**src/pcs_defines.svh**
```systemverilog
// Register offsets, field positions, reset values and counts of the port
`ifndef PCS_DEFINES_SVH
`define PCS_DEFINES_SVH

`define PCS_ADR_CTRL        8'h00
`define PCS_ADR_TX_DATA     8'h04
`define PCS_ADR_RX_DATA     8'h08
`define PCS_ADR_STATUS      8'h0C
`define PCS_ADR_FRAME_LEN   8'h10

`define PCS_CTRL_ENABLE     0
`define PCS_CTRL_TX_SW      1
`define PCS_CTRL_RESET      2'h1

`define PCS_ST_TX_BUSY      0
`define PCS_ST_RX_BUSY      1
`define PCS_ST_RX_READY     2
`define PCS_ST_TX_SENT      3
`define PCS_ST_FRAME_ERR    4
`define PCS_ST_POWER_DOWN   5
`define PCS_ST_MSB_FIRST    6
`define PCS_ST_RX_GAIN      7
`define PCS_ST_TX_GAIN      8
`define PCS_ST_BYPASS       9

`define PCS_WORD_BITS       5'h10
`define PCS_MCLK_PER_FRAME  9'h100
`define PCS_FRAME_CNT_MAX   9'h1FF

`endif

```
**src/pcs_pkg.sv**
```systemverilog
// Types shared by the serial port modules
`default_nettype none
package pcs_pkg;

    typedef enum logic [1:0]
    {
        PCS_IDLE  = 2'b00,
        PCS_ARMED = 2'b01,
        PCS_SHIFT = 2'b10
    } pcs_lane_state_t;

endpackage
`default_nettype wire

```
**src/pcs_lane.sv**
```systemverilog
// One serial lane: transmit shifter or receive capture of a 16-bit word
`timescale 1ns/1ps
`default_nettype none
`include "pcs_defines.svh"

module pcs_lane
    import pcs_pkg::*;
#(
    parameter bit IS_TX = 1'b1
)
(
    input  wire logic        clk,
    input  wire logic        rst_n,
    input  wire logic        enable,
    input  wire logic        sync_fall,
    input  wire logic        mclk_rise,
    input  wire logic        mclk_fall,
    input  wire logic        msb_first,
    input  wire logic [15:0] tx_word,
    input  wire logic        serial_in,
    output logic             serial_out,
    output logic             serial_oe,
    output logic             busy,
    output logic             order_msb,
    output logic             done,
    output logic [15:0]      rx_word
);

    pcs_lane_state_t state;
    logic [4:0]      cnt;
    logic [3:0]      idx;
    logic [4:0]      last;
    logic            step;

    assign idx  = order_msb ? (4'hF - cnt[3:0]) : cnt[3:0];
    assign last = IS_TX ? `PCS_WORD_BITS : (`PCS_WORD_BITS - 5'h01);
    assign step = IS_TX ? mclk_rise : mclk_fall;
    assign busy = (state != PCS_IDLE);

    // Sync fall arms the lane; next master clock fall starts the word
    always_ff @(posedge clk)
    begin
        if (!rst_n || !enable)
        begin
            state     <= PCS_IDLE;
            cnt       <= 5'h00;
            order_msb <= 1'b0;
        end
        else
        begin
            case (state)
                PCS_IDLE:
                begin
                    if (sync_fall)
                        state <= PCS_ARMED;
                end
                PCS_ARMED:
                begin
                    if (mclk_fall)
                    begin
                        state     <= PCS_SHIFT;
                        cnt       <= 5'h00;
                        order_msb <= msb_first;
                    end
                end
                PCS_SHIFT:
                begin
                    if (sync_fall)
                        state <= PCS_ARMED;
                    else if (step)
                    begin
                        if (cnt == last)
                            state <= PCS_IDLE;
                        else
                            cnt <= cnt + 5'h01;
                    end
                end
                default:
                    state <= PCS_IDLE;
            endcase
        end
    end

    // Data path: drive after rising edges, sample on falling edges
    always_ff @(posedge clk)
    begin
        if (!rst_n || !enable)
        begin
            serial_out <= 1'b0;
            serial_oe  <= 1'b0;
            done       <= 1'b0;
            rx_word    <= 16'h0000;
        end
        else
        begin
            done <= 1'b0;
            if (state == PCS_SHIFT && !sync_fall && step)
            begin
                if (IS_TX)
                begin
                    if (cnt == last)
                    begin
                        serial_out <= 1'b0;
                        serial_oe  <= 1'b0;
                        done       <= 1'b1;
                    end
                    else
                    begin
                        serial_out <= tx_word[idx];
                        serial_oe  <= 1'b1;
                    end
                end
                else
                begin
                    rx_word[idx] <= serial_in;
                    if (cnt == last)
                        done <= 1'b1;
                end
            end
            else if (state != PCS_SHIFT)
            begin
                serial_out <= 1'b0;
                serial_oe  <= 1'b0;
            end
        end
    end

endmodule
`default_nettype wire

```
**src/pcs_serial_port.sv**
```systemverilog
// Serial port of a 16-bit linear voice codec with a Wishbone register file
//
// Added by the designer: the Wishbone register port and the placing of the registers.
`timescale 1ns/1ps
`default_nettype none
`include "pcs_defines.svh"

module pcs_serial_port
    import pcs_pkg::*;
(
    input  wire logic        clk,
    input  wire logic        rst_n,
    input  wire logic        wb_cyc_i,
    input  wire logic        wb_stb_i,
    input  wire logic        wb_we_i,
    input  wire logic [7:0]  wb_adr_i,
    input  wire logic [3:0]  wb_sel_i,
    input  wire logic [31:0] wb_dat_i,
    output logic      [31:0] wb_dat_o,
    output logic             wb_ack_o,
    input  wire logic        tx_master_clock,
    input  wire logic        rx_master_clock,
    input  wire logic        tx_frame_sync_n,
    input  wire logic        rx_frame_sync_n,
    input  wire logic        rx_serial_in,
    input  wire logic        bit_order_select,
    input  wire logic        power_down_in,
    input  wire logic        rx_gain_select,
    input  wire logic        tx_gain_select,
    input  wire logic        tx_filter_bypass,
    input  wire logic [14:0] adc_word,
    output logic             tx_serial_out,
    output logic             tx_serial_oe,
    output logic      [14:0] dac_word,
    output logic             dac_load,
    output logic             analog_enable,
    output logic             rx_gain_3db,
    output logic             tx_gain_m3db,
    output logic             tx_filter_bypassed
);

    // Pin samples and their previous values for edge detection
    logic        tx_mclk_q;
    logic        tx_mclk_d;
    logic        rx_mclk_q;
    logic        rx_mclk_d;
    logic        tx_sync_q;
    logic        tx_sync_d;
    logic        rx_sync_q;
    logic        rx_sync_d;
    logic        rx_data_q;
    logic        order_q;
    logic        pd_q;
    logic        rx_gain_q;
    logic        tx_gain_q;
    logic        bypass_q;
    logic        tx_mrise;
    logic        tx_mfall;
    logic        rx_mrise;
    logic        rx_mfall;
    logic        tx_sfall;
    logic        rx_sfall;

    logic [1:0]  ctrl;
    logic [15:0] tx_data;
    logic [15:0] tx_shadow;
    logic [15:0] rx_data;
    logic        rx_ready;
    logic        tx_sent;
    logic        frame_err;
    logic [8:0]  frame_cnt;
    logic [8:0]  frame_len;
    logic        frame_seen;
    logic        active;

    logic        tx_busy;
    logic        tx_order;
    logic        tx_done;
    logic        rx_busy;
    logic        rx_order;
    logic        rx_done;
    logic [15:0] rx_word;
    logic        rx_lane_out;
    logic        rx_lane_oe;

    logic        bus_req;
    logic        wr_en;
    logic [31:0] next_rdata;
    logic [9:0]  status;

    always_ff @(posedge clk)
    begin
        if (!rst_n)
        begin
            tx_mclk_q <= 1'b0;
            tx_mclk_d <= 1'b0;
            rx_mclk_q <= 1'b0;
            rx_mclk_d <= 1'b0;
            tx_sync_q <= 1'b1;
            tx_sync_d <= 1'b1;
            rx_sync_q <= 1'b1;
            rx_sync_d <= 1'b1;
            rx_data_q <= 1'b0;
            order_q   <= 1'b0;
            pd_q      <= 1'b1;
            rx_gain_q <= 1'b0;
            tx_gain_q <= 1'b0;
            bypass_q  <= 1'b0;
        end
        else
        begin
            tx_mclk_q <= tx_master_clock;
            tx_mclk_d <= tx_mclk_q;
            rx_mclk_q <= rx_master_clock;
            rx_mclk_d <= rx_mclk_q;
            tx_sync_q <= tx_frame_sync_n;
            tx_sync_d <= tx_sync_q;
            rx_sync_q <= rx_frame_sync_n;
            rx_sync_d <= rx_sync_q;
            rx_data_q <= rx_serial_in;
            order_q   <= bit_order_select;
            pd_q      <= power_down_in;
            rx_gain_q <= rx_gain_select;
            tx_gain_q <= tx_gain_select;
            bypass_q  <= tx_filter_bypass;
        end
    end

    assign tx_mrise = tx_mclk_q & ~tx_mclk_d;
    assign tx_mfall = ~tx_mclk_q & tx_mclk_d;
    assign rx_mrise = rx_mclk_q & ~rx_mclk_d;
    assign rx_mfall = ~rx_mclk_q & rx_mclk_d;
    assign tx_sfall = ~tx_sync_q & tx_sync_d;
    assign rx_sfall = ~rx_sync_q & rx_sync_d;
    assign active   = ~pd_q & ctrl[`PCS_CTRL_ENABLE];

    // Word to send is frozen at the sync fall, converter LSB forced to zero
    always_ff @(posedge clk)
    begin
        if (!rst_n)
            tx_shadow <= 16'h0000;
        else if (tx_sfall)
        begin
            if (ctrl[`PCS_CTRL_TX_SW])
                tx_shadow <= {tx_data[15:1], 1'b0};
            else
                tx_shadow <= {adc_word, 1'b0};
        end
    end

    pcs_lane #(.IS_TX(1'b1)) u_tx_lane
    (
        .clk        (clk),
        .rst_n      (rst_n),
        .enable     (active),
        .sync_fall  (tx_sfall),
        .mclk_rise  (tx_mrise),
        .mclk_fall  (tx_mfall),
        .msb_first  (order_q),
        .tx_word    (tx_shadow),
        .serial_in  (1'b0),
        .serial_out (tx_serial_out),
        .serial_oe  (tx_serial_oe),
        .busy       (tx_busy),
        .order_msb  (tx_order),
        .done       (tx_done),
        .rx_word    ()
    );

    pcs_lane #(.IS_TX(1'b0)) u_rx_lane
    (
        .clk        (clk),
        .rst_n      (rst_n),
        .enable     (active),
        .sync_fall  (rx_sfall),
        .mclk_rise  (rx_mrise),
        .mclk_fall  (rx_mfall),
        .msb_first  (order_q),
        .tx_word    (16'h0000),
        .serial_in  (rx_data_q),
        .serial_out (rx_lane_out),
        .serial_oe  (rx_lane_oe),
        .busy       (rx_busy),
        .order_msb  (rx_order),
        .done       (rx_done),
        .rx_word    (rx_word)
    );

    // Converter side of the received word
    always_ff @(posedge clk)
    begin
        if (!rst_n)
        begin
            rx_data  <= 16'h0000;
            dac_word <= 15'h0000;
            dac_load <= 1'b0;
        end
        else
        begin
            dac_load <= rx_done;
            if (rx_done)
            begin
                rx_data  <= rx_word;
                dac_word <= rx_word[15:1];
            end
        end
    end

    // Static pins steer the analog side
    always_ff @(posedge clk)
    begin
        if (!rst_n)
        begin
            analog_enable      <= 1'b0;
            rx_gain_3db        <= 1'b0;
            tx_gain_m3db       <= 1'b0;
            tx_filter_bypassed <= 1'b0;
        end
        else
        begin
            analog_enable      <= active;
            rx_gain_3db        <= active & rx_gain_q;
            tx_gain_m3db       <= active & tx_gain_q & ~bypass_q;
            tx_filter_bypassed <= active & bypass_q;
        end
    end

    // Master clocks per transmit frame, checked against 256
    always_ff @(posedge clk)
    begin
        if (!rst_n || !active)
        begin
            frame_cnt  <= 9'h000;
            frame_len  <= 9'h000;
            frame_seen <= 1'b0;
        end
        else if (tx_sfall)
        begin
            frame_cnt  <= 9'h000;
            frame_len  <= frame_cnt;
            frame_seen <= 1'b1;
        end
        else if (tx_mfall && frame_cnt != `PCS_FRAME_CNT_MAX)
            frame_cnt <= frame_cnt + 9'h001;
    end

    // Wishbone slave: ack one cycle after the request, single pulse
    assign bus_req = wb_cyc_i & wb_stb_i;
    assign wr_en   = bus_req & wb_we_i & wb_ack_o;

    always_ff @(posedge clk)
    begin
        if (!rst_n)
        begin
            wb_ack_o <= 1'b0;
            wb_dat_o <= 32'h0000_0000;
        end
        else
        begin
            wb_ack_o <= bus_req & ~wb_ack_o;
            if (bus_req && !wb_ack_o)
                wb_dat_o <= next_rdata;
        end
    end

    always_ff @(posedge clk)
    begin
        if (!rst_n)
            ctrl <= `PCS_CTRL_RESET;
        else if (wr_en && wb_adr_i == `PCS_ADR_CTRL && wb_sel_i[0])
            ctrl <= wb_dat_i[1:0];
    end

    genvar b;
    generate
        for (b = 0; b < 2; b = b + 1)
        begin : g_tx_byte
            always_ff @(posedge clk)
            begin
                if (!rst_n)
                    tx_data[b*8 +: 8] <= 8'h00;
                else if (wr_en && wb_adr_i == `PCS_ADR_TX_DATA && wb_sel_i[b])
                    tx_data[b*8 +: 8] <= wb_dat_i[b*8 +: 8];
            end
        end
    endgenerate

    // Sticky flags: a new event wins over a write-one clear
    always_ff @(posedge clk)
    begin
        if (!rst_n)
        begin
            rx_ready  <= 1'b0;
            tx_sent   <= 1'b0;
            frame_err <= 1'b0;
        end
        else
        begin
            if (rx_done)
                rx_ready <= 1'b1;
            else if (wr_en && wb_adr_i == `PCS_ADR_STATUS && wb_sel_i[0]
                     && wb_dat_i[`PCS_ST_RX_READY])
                rx_ready <= 1'b0;
            if (tx_done)
                tx_sent <= 1'b1;
            else if (wr_en && wb_adr_i == `PCS_ADR_STATUS && wb_sel_i[0]
                     && wb_dat_i[`PCS_ST_TX_SENT])
                tx_sent <= 1'b0;
            if (tx_sfall && frame_seen && frame_cnt != `PCS_MCLK_PER_FRAME)
                frame_err <= 1'b1;
            else if (wr_en && wb_adr_i == `PCS_ADR_STATUS && wb_sel_i[0]
                     && wb_dat_i[`PCS_ST_FRAME_ERR])
                frame_err <= 1'b0;
        end
    end

    assign status = {bypass_q, tx_gain_q, rx_gain_q, order_q, pd_q,
                     frame_err, tx_sent, rx_ready, rx_busy, tx_busy};

    always_comb
    begin
        next_rdata = 32'h0000_0000;
        if (wb_adr_i == `PCS_ADR_CTRL)
            next_rdata[1:0] = ctrl;
        else if (wb_adr_i == `PCS_ADR_TX_DATA)
            next_rdata[15:0] = {tx_data[15:1], 1'b0};
        else if (wb_adr_i == `PCS_ADR_RX_DATA)
            next_rdata[15:0] = rx_data;
        else if (wb_adr_i == `PCS_ADR_STATUS)
            next_rdata[9:0] = status;
        else if (wb_adr_i == `PCS_ADR_FRAME_LEN)
            next_rdata[8:0] = frame_len;
    end
endmodule
`default_nettype wire

```
**config.mk**
```make
export PLATFORM = sky130hd
export DESIGN_NAME = pcs_serial_port
export DESIGN_NICKNAME = d
export VERILOG_FILES = /design/src/pcs_pkg.sv /design/src/pcs_lane.sv /design/src/pcs_serial_port.sv
export VERILOG_INCLUDE_DIRS = /design/src
export SDC_FILE = /design/constraint.sdc
export NUM_CORES = 1
export LEC_CHECK = 0
export BUFFER_PORTS_ARGS = -buffer_cell sky130_fd_sc_hd__buf_2
export CAP_MARGIN = 10
export CORE_MARGIN = 4
export CORE_UTILIZATION = 40
export DETAILED_ROUTE_END_ITERATION = 10
export MAX_ROUTING_LAYER = met4
export PLACE_DENSITY = 0.73
export REMOVE_ABC_BUFFERS = 1
export SYNTH_ARGS = -nofsm -noshare
export SYNTH_HDL_FRONTEND = slang
export SYNTH_SLANG_ARGS = --single-unit
```
**constraint.sdc**
```tcl
create_clock -name clk -period 4.8 [get_ports clk]
set_clock_uncertainty 0.1 [all_clocks]
set_input_delay 0.72 -clock clk [delete_from_list [all_inputs] [get_ports clk]]
set_output_delay 0.72 -clock clk [all_outputs]
set_load 0.005 [all_outputs]
```
==> reports/results.tsv, run 1 <==
metric	value	unit
viasPerCell	5.12	
drv_slew	0	
max_freq	403	MHz
die_y	137	um
syn_to_final_growth	15.7	%
finish.utilization	47.7	%
grt_first_pass_wirelength	26.0	mm
yosysSeqAreaShare	43.0	%
synth_edf_count	0	
grt_pass1_vias	4881	
cts_setup_buffers	0	
outcome	finished clean	
ios	129	
fin_crit	2.48	ns
crit_arrival	2.69	ns
crit_path_max_fanout	18	
clk_latency	0.42	ns
grt_max_degree	84	
ys_warn_count	0	
rsz0062_at_grt	false	
routedWlPerCell	15.6	um
antenna_found_initial	1	
drive_gt1_share	17.1	%
fin_setup_tns	0	ns
powerDensity	361	nW/um2
hpwl	11.4	mm
postPlaceCellArea	7010	um2
drc	0	
final_common_cell	dfxtp_1	
slew_headroom	26.9	%
worstMarginPinSlew	1.09	ns
cts_hold_buf	0	
synth_area_per_cell	8.66	um2
hold_class	reg2reg	
hold_violations	0	
syn_area	6610	um2
dieWidth	137	um
ctsHtreeMaxLevel	4	
portBuffers	94	
drt-initial-drc-count	396	
synthFlopType	dfxtp_1	
crit_path_start_kind	flip-flop	
cp.required	5.01	ns
nNetsFinal	899	
p_leak	3.09	nW
dieArea	18700	um2
ir_drop	0.283	mV
core_area	16100	um2
grt_use_total	18.5	%
cts.sinks	142	
num_vias	5366	
cts_buffers	17	
fill_cells	1573	
grt_overflow_total	0	
firstDrtPassIters	5	
crit_type	reg2reg	
gp_congestion	0.822	
drv_cap	0	
async_reset_ff_share	0	%
cts.repair.resized	0	
cts_tree	yes	
ys_ff_latch	142	
cts.path.max_buffers	2	
cts.reportedPaths.clkPinSlew	0.06	ns
start_util	41.2	%
cts_root_buffer	clkbuf_16	
rows	46	
post-route-period-util	51.7	%
layout_common_cells	dfxtp_1, nand2_1, buf_2	
design_area	7650	um2
setup_viol	0	
postRouteWirelength	16.3	mm
synth_cell_types	60	
antenna_left	0	
synthCells	764	
end_kind	flip-flop	
[critical path, stage by stage (launching register included)]
cell and delay, ns:
dfxtp_1 0.65, inv_1 0.25, ha_1 0.26, nand4bb_1 0.22, nand3_1 0.17, o21ai_2 0.31
nand4_1 0.17, xor2_1 0.20, nor2_1 0.05
[worst paths after layout]
path / from / to / slack [ns] / depth (start not counted)
min reg2reg: rx_sync_q / rx_sync_d / 0.33 / 1
min: rx_sync_q / rx_sync_d / 0.33 / 1
max: u_tx_lane.cnt[0] / u_tx_lane.cnt[4] / 2.32 / 8
max reg2reg: u_tx_lane.cnt[0] / u_tx_lane.cnt[4] / 2.32 / 8
[per-stage QoR]
stage | hold WS (ns) | setup WS, ns | power, W | instances
after floorplan | 0.301 | 2.44 | 0.00129 | 702
after global placement | 0.316 | 2.09 | 0.00135 | 1015
after detailed placement | 0.317 | 2.06 | 0.00135 | 1015
after CTS | 0.330 | 2.37 | 0.00279 | 1047
after global routing | 0.371 | 2.09 | 0.00286 | 1048
final | 0.326 | 2.32 | 0.00277 | 1048
[state kept, by name (all words and copies together) (netlist names), 2 cells and up]
| register | flops |
|---|---|
| u_tx_lane.state | 2 |
| u_rx_lane.state | 2 |
| u_tx_lane.cnt | 5 |
| wb_dat_o | 16 |
| u_rx_lane.rx_word | 16 |
| dac_word | 15 |
| frame_len | 9 |
| frame_cnt | 9 |
| tx_data | 15 |
| tx_shadow | 15 |
| ctrl | 2 |
| u_rx_lane.cnt | 5 |
[cell usage after synthesis, drive strengths merged (5+ instances only)]
| library cell | number | area [um2] |
|---|---|---|
| dfxtp | 142 | 2840 |
| nand2 | 99 | 372 |
| nor2 | 64 | 250 |
| mux2i | 55 | 551 |
| nor2b | 55 | 347 |
| a21oi | 49 | 245 |
| buf | 46 | 313 |
| o21ai | 34 | 174 |
| clkbuf | 31 | 116 |
| and2 | 14 | 87.6 |
| nand3 | 14 | 80.1 |
| o211a | 14 | 140 |
| nand2b | 11 | 68.8 |
| o22ai | 11 | 68.8 |
| inv | 10 | 37.5 |
| xor2 | 10 | 87.6 |
| a22oi | 9 | 67.6 |
| nor3 | 9 | 50.1 |
| a21boi | 8 | 60.1 |
| a22o | 8 | 71.3 |
| nand4 | 8 | 50.1 |
| nor3b | 8 | 60.1 |
| a32oi | 7 | 61.3 |
| ha | 7 | 87.6 |
| and3 | 5 | 31.3 |
[cell families after synthesis]
| group | synth area share, % |
|---|---|
| adders and majority gates | 1.32 |
| muxes | 8.50 |
| AOI/OAI and AO/OA | 15.0 |
| xor gates and xnor gates | 1.72 |
| other | 0.0567 |
| DFF | 43.0 |
| and+or+nand+nor | 23.3 |
| buffers and inverters | 7.11 |
[per-layer routing]
layer	up-vias	track usage (%)	part of all wire, %
li1	2692	-	-
met1	2456	24.9	46
met2	192	26.9	44
met3	26	5.48	8.8
met4	0	5.71	1.7
met5	-	-	0
[final cells by class]
cell class	instances	area [um2]	share of cell area (%)
diodes	1	2.50	0.0327
clock buffers	20	457	5.97
clock inverters	12	189	2.47
inverters	11	41.3	0.539
multi-input cells	549	3360	43.9
flip-flops and latches	142	2840	37.1
well taps	216	270	3.53
repair buffers	97	493	6.44
[power breakdown]
part,internal (W),leakage (nW),switching (W)
combinational,0.0000494,1.61,0.0000721
clock,0.000945,0.324,0.000493
sequential,0.00120,1.15,0.0000121
total,0.00219,3.09,0.000577
Power figures use the tool's default switching activity.
==> run 2, diff against run 1 <==
--- a/config.mk
+++ b/config.mk
@@ -12,7 +12,7 @@
 export CORE_UTILIZATION = 40
 export DETAILED_ROUTE_END_ITERATION = 10
 export MAX_ROUTING_LAYER = met4
-export PLACE_DENSITY = 0.73
+export PLACE_DENSITY = 0.75
 export REMOVE_ABC_BUFFERS = 1
 export SYNTH_ARGS = -nofsm -noshare
 export SYNTH_HDL_FRONTEND = slang
==> constraint.sdc (replaced) <==
create_clock -name clk -period 2.2 [get_ports clk]
set_clock_uncertainty 0.1 [all_clocks]
set_input_delay 0.33 -clock clk [delete_from_list [all_inputs] [get_ports clk]]
set_output_delay 0.33 -clock clk [all_outputs]
set_load 0.005 [all_outputs]
==> run 2 against run 1 <==
Net effect:
- count of clock-buffer cells in the layout grew 1
- wire length shrank 0.98%
- combinational power grew 140%
- cell count grew 1.9%
- core utilization grew 0.71 points
- die area is the same
- clock power grew 99%
- flip-flop and latch count is the same
- highest routed layer unchanged
==> reports/results.tsv, run 2 (synthesis gave the netlist of run 1 again) <==
metric	value	unit
outcome	finished clean	
cts_root_buffer	clkbuf_16	
routedWlPerCell	15.1	um
dieArea	18700	um2
postRouteWirelength	16.1	mm
finalWorstSetupSlack	0.167	ns
crit_arrival	2.28	ns
drc	0	
crit_path_max_fanout	6	
setup_viol	0	
cts.repair.resized	0	
nNetsFinal	918	
r2r_cells	8	
fin_setup_tns	0	ns
clk_latency	0.42	ns
layout_common_cells	dfxtp_1, nand2_1, buf_2	
drv_slew	0	
grt_max_degree	84	
grt_pass1_vias	4919	
grt_use_total	18.1	%
worstReg2RegStart	frame_cnt[0]	
worstHoldStart	bit_order_select	
cts_buffers	17	
hpwl	11.7	mm
die_y	137	um
max_freq	492	MHz
cts.path.max_buffers	2	
cts.sinks	142	
post-route-period-util	92.4	%
final_common_cell	dfxtp_1	
fin_crit	2.03	ns
p_leak	3.14	nW
dieWidth	137	um
hold_class	in2reg	
core_area	16100	um2
antenna_found_initial	2	
num_vias	5417	
drive_gt1_share	18.2	%
antenna_left	0	
cts.reportedPaths.clkPinSlew	0.06	ns
cp.required	2.45	ns
powerDensity	746	nW/um2
postPlaceCellArea	7130	um2
ctsHtreeMaxLevel	4	
slew_headroom	59.3	%
drt-initial-drc-count	340	
crit_path_start_kind	flip-flop	
drv_cap	0	
rsz0062_at_grt	false	
grt_first_pass_wirelength	25.4	mm
portBuffers	94	
holdPathEnd	order_q	
ir_drop	0.562	mV
reg2reg_to	frame_cnt[7]	
cts_tree	yes	
ios	129	
worstMarginPinSlew	0.606	ns
start_util	41.2	%
cts_setup_buffers	0	
hold_violations	0	
viasPerCell	5.07	
end_kind	flip-flop	
pre_cts_ws	0.197	ns
finish.utilization	48.4	%
grt_overflow_total	0	
rows	46	
largestRegisters	u_rx_lane.rx_word x16, wb_dat_o x16	
firstDrtPassIters	5	
design_area	7770	um2
crit_type	reg2reg	
syn_to_final_growth	17.5	%
gp_congestion	0.891	
holdPathStages	2	
rrSetupSlack	0.17	ns
[run 2: critical path, stage by stage (launching register included)]
cell and delay (ns):
dfxtp_1 0.36, ha_1 0.24, nand3_1 0.08, nor2_1 0.04, ha_1 0.23, nor2_4 0.19, nand4_1 0.22, or3_1 0.36
a21oi_1 0.14
[run 2: report_power, final]
group	total, W	leakage (nW)	internal (W)	switching [W]
clock network	0.00287	0.283	0.00180	0.00107
logic	0.000288	1.71	0.000126	0.000162
registers	0.00263	1.15	0.00261	0.0000269
total	0.00580	3.14	0.00454	0.00126
[run 2: per-stage QoR]
step	cells	hold slack, ns	total power, W
final	1068	0.0149	0.00580
after CTS	1066	0.00501	0.00584
after global routing	1068	0.0170	0.00600
after floorplan	702	0.292	0.00281
after global placement	1030	0.313	0.00297
after detailed placement	1030	0.318	0.00297
[run 2: area by class of cell]
type,count,area [um2]
Antenna cell,2,5.00
Clock buffer,21,450
Clock inverter,11,141
Fill cell,1532,8290
Inverter,11,41.3
Multi-Input combinational cell,549,3360
Sequential cell,142,2840
Tap cell,216,270
Timing Repair Buffer,116,658
[run 2: worst max-delay path by stage]
stage | start | to | depth (start not counted)
after floorplan | tx_sync_d | u_tx_lane.state[1] | 3
after global placement | frame_cnt[0] | frame_cnt[7] | 8
after detailed placement | frame_cnt[0] | frame_cnt[5] | 8
after CTS | frame_cnt[0] | frame_cnt[5] | 8
after global routing | frame_cnt[0] | frame_cnt[7] | 8
final | frame_cnt[0] | frame_cnt[7] | 8
[run 2: per-layer routing]
| metal | global-route usage [%] | part of all wire [%] | vias up |
|---|---|---|---|
| li1 | - | - | 2734 |
| met1 | 24.0 | 46 | 2486 |
| met2 | 25.5 | 43 | 169 |
| met3 | 5.44 | 8.6 | 28 |
| met4 | 7.61 | 2.2 | 0 |
| met5 | - | 0 | - |
[run 2: what timing repair did]
action / in CTS / in global routing
endpoints found under the setup margin: 0 / 0
hold endpoints to repair: 4 / 0
hold buffers: 4 / 0
==> run 3, diff against run 2 <==
--- a/config.mk
+++ b/config.mk
@@ -6,13 +6,13 @@
 export SDC_FILE = /design/constraint.sdc
 export NUM_CORES = 1
 export LEC_CHECK = 0
-export BUFFER_PORTS_ARGS = -buffer_cell sky130_fd_sc_hd__buf_2
 export CAP_MARGIN = 10
 export CORE_MARGIN = 4
 export CORE_UTILIZATION = 40
 export DETAILED_ROUTE_END_ITERATION = 10
+export DONT_BUFFER_PORTS = 1
 export MAX_ROUTING_LAYER = met4
-export PLACE_DENSITY = 0.75
+export PLACE_DENSITY = 0.68
 export REMOVE_ABC_BUFFERS = 1
 export SYNTH_ARGS = -nofsm -noshare
 export SYNTH_HDL_FRONTEND = slang
==> run 3 against run 2 <==
Net effect:
- flip-flop and latch count did not move
- core utilization fell by 1.6 points
- clock power rose by 6%
- cell count is 7.4% lower
- combinational power decreased by 15%
- die area is the same
- global-route usage is 0.31 points higher
- maximum frequency is 1.6% higher
- sequential power is essentially flat
- via count is 4.2% lower
- critical endpoint is now frame_cnt[5]
==> reports/results.tsv, run 3 (synthesis gave the netlist of run 1 again) <==
metric	value	unit
routedWlPerCell	16.6	um
crit_arrival	2.25	ns
slew_headroom	60.0	%
firstDrtPassIters	4	
rsz0062_at_grt	false	
p_leak	2.81	nW
dp.cells	930	
hold_violations	0	
num_vias	5188	
layout_common_cells	dfxtp_1, nand2_1, nor2_1	
portBuffers	0	
grt_first_pass_wirelength	25.8	mm
ios	129	
clk_latency	0.42	ns
viasPerCell	5.25	
setup_viol	0	
drc	0	
grt_max_degree	84	
cts_tree	yes	
cts.sinks	142	
final_common_cell	dfxtp_1	
worstMarginPinSlew	0.584	ns
gp_congestion	0.847	
cts_root_buffer	clkbuf_16	
hold_class	in2reg	
pre_cts_ws	0.214	ns
ctsHtreeMaxLevel	4	
grt_use_total	18.4	%
crit_path_max_fanout	6	
post-route-period-util	90.9	%
cts.path.max_buffers	2	
powerDensity	786	nW/um2
outcome	finished clean	
syn_to_final_growth	13.7	%
drv_cap	0	
hpwl	11.3	mm
largestRegisters	u_rx_lane.rx_word x16, wb_dat_o x16	
core_area	16100	um2
dieWidth	137	um
antenna_left	0	
grt_pass1_vias	4810	
layout.cells.non_filler	989	
start_util	41.2	%
drt-initial-drc-count	257	
max_freq	500	MHz
dieArea	18700	um2
rows	46	
cts.reportedPaths.clkPinSlew	0.06	ns
postRouteWirelength	16.4	mm
fin_crit	2.00	ns
nNetsFinal	840	
ir_drop	0.564	mV
finalWorstSetupSlack	0.199	ns
whs	0.0277	ns
crit_path_start_kind	flip-flop	
cp.required	2.45	ns
end_kind	flip-flop	
crit_type	reg2reg	
die_y	137	um
antenna_found_initial	1	
cts_buffers	17	
finish.utilization	46.8	%
finalPower	0.00591	W
grt_overflow_total	0	
drv_slew	0	
drive_gt1_share	7.51	%
## run 3: cell count changes in the layout (fill, tap and decap cells not counted), sizes merged
cell | before | now
clkinvlp | 3 | 1
clkinv | 6 | 8
dlygate4sd3 | 4 | 25
clkbuf | 21 | 20
bufinv | 3 | 4
buf | 112 | 13
diode | 2 | 1
## run 3: per-stage QoR
stage	area [um2]	setup TNS, ns
floorplan	6240	-0.162
detailed placement	6620	0
global route	7520	0
finish	7520	0
global placement	6620	0
CTS	7520	0
## run 3: final cells by class
class	instances	area, um2
fillers	1568	8540
multi-input cells	549	3360
flip-flops and latches	142	2840
clock buffers	20	457
repair buffers	38	380
well taps	216	270
clock inverters	12	166
inverters	11	41.3
diodes	1	2.50
## run 3: repair_timing
action	CTS	global route
resized for setup	0	0
hold buffers	26	0
setup buffers	0	0
endpoints found under the hold margin	83	0
## run 3: final timing paths
check                     from      endpoint  slack [ns]  cells after the start
setup / recovery  frame_cnt[0]  frame_cnt[5]        0.20                      8
hold / removal    wb_dat_i[14]   tx_data[14]        0.03                      2
setup reg to reg  frame_cnt[0]  frame_cnt[5]        0.20                      8
hold reg to reg      rx_sync_q     rx_sync_d        0.33                      1
## run 3: power by group
part	switching, W	internal [W]
registers	0.0000275	0.00261
logic	0.000130	0.000114
clock network	0.00108	0.00195
total	0.00124	0.00467
## run 3: layer usage
metal	wire length, um	global-route usage, %	vias up
met5	0	-	-
met4	317	7.05	0
met3	1590	7.24	22
met2	6990	25.8	159
met1	7470	23.8	2424
li1	-	-	2583
## run 3: worst max-delay path: stages (launching register included)
cell,delay [ns]
dfxtp_1,0.35
ha_1,0.24
nand3_1,0.08
nor2_1,0.05
ha_1,0.22
nor2_4,0.18
nand4_1,0.22
or3_1,0.36
a21oi_1,0.13
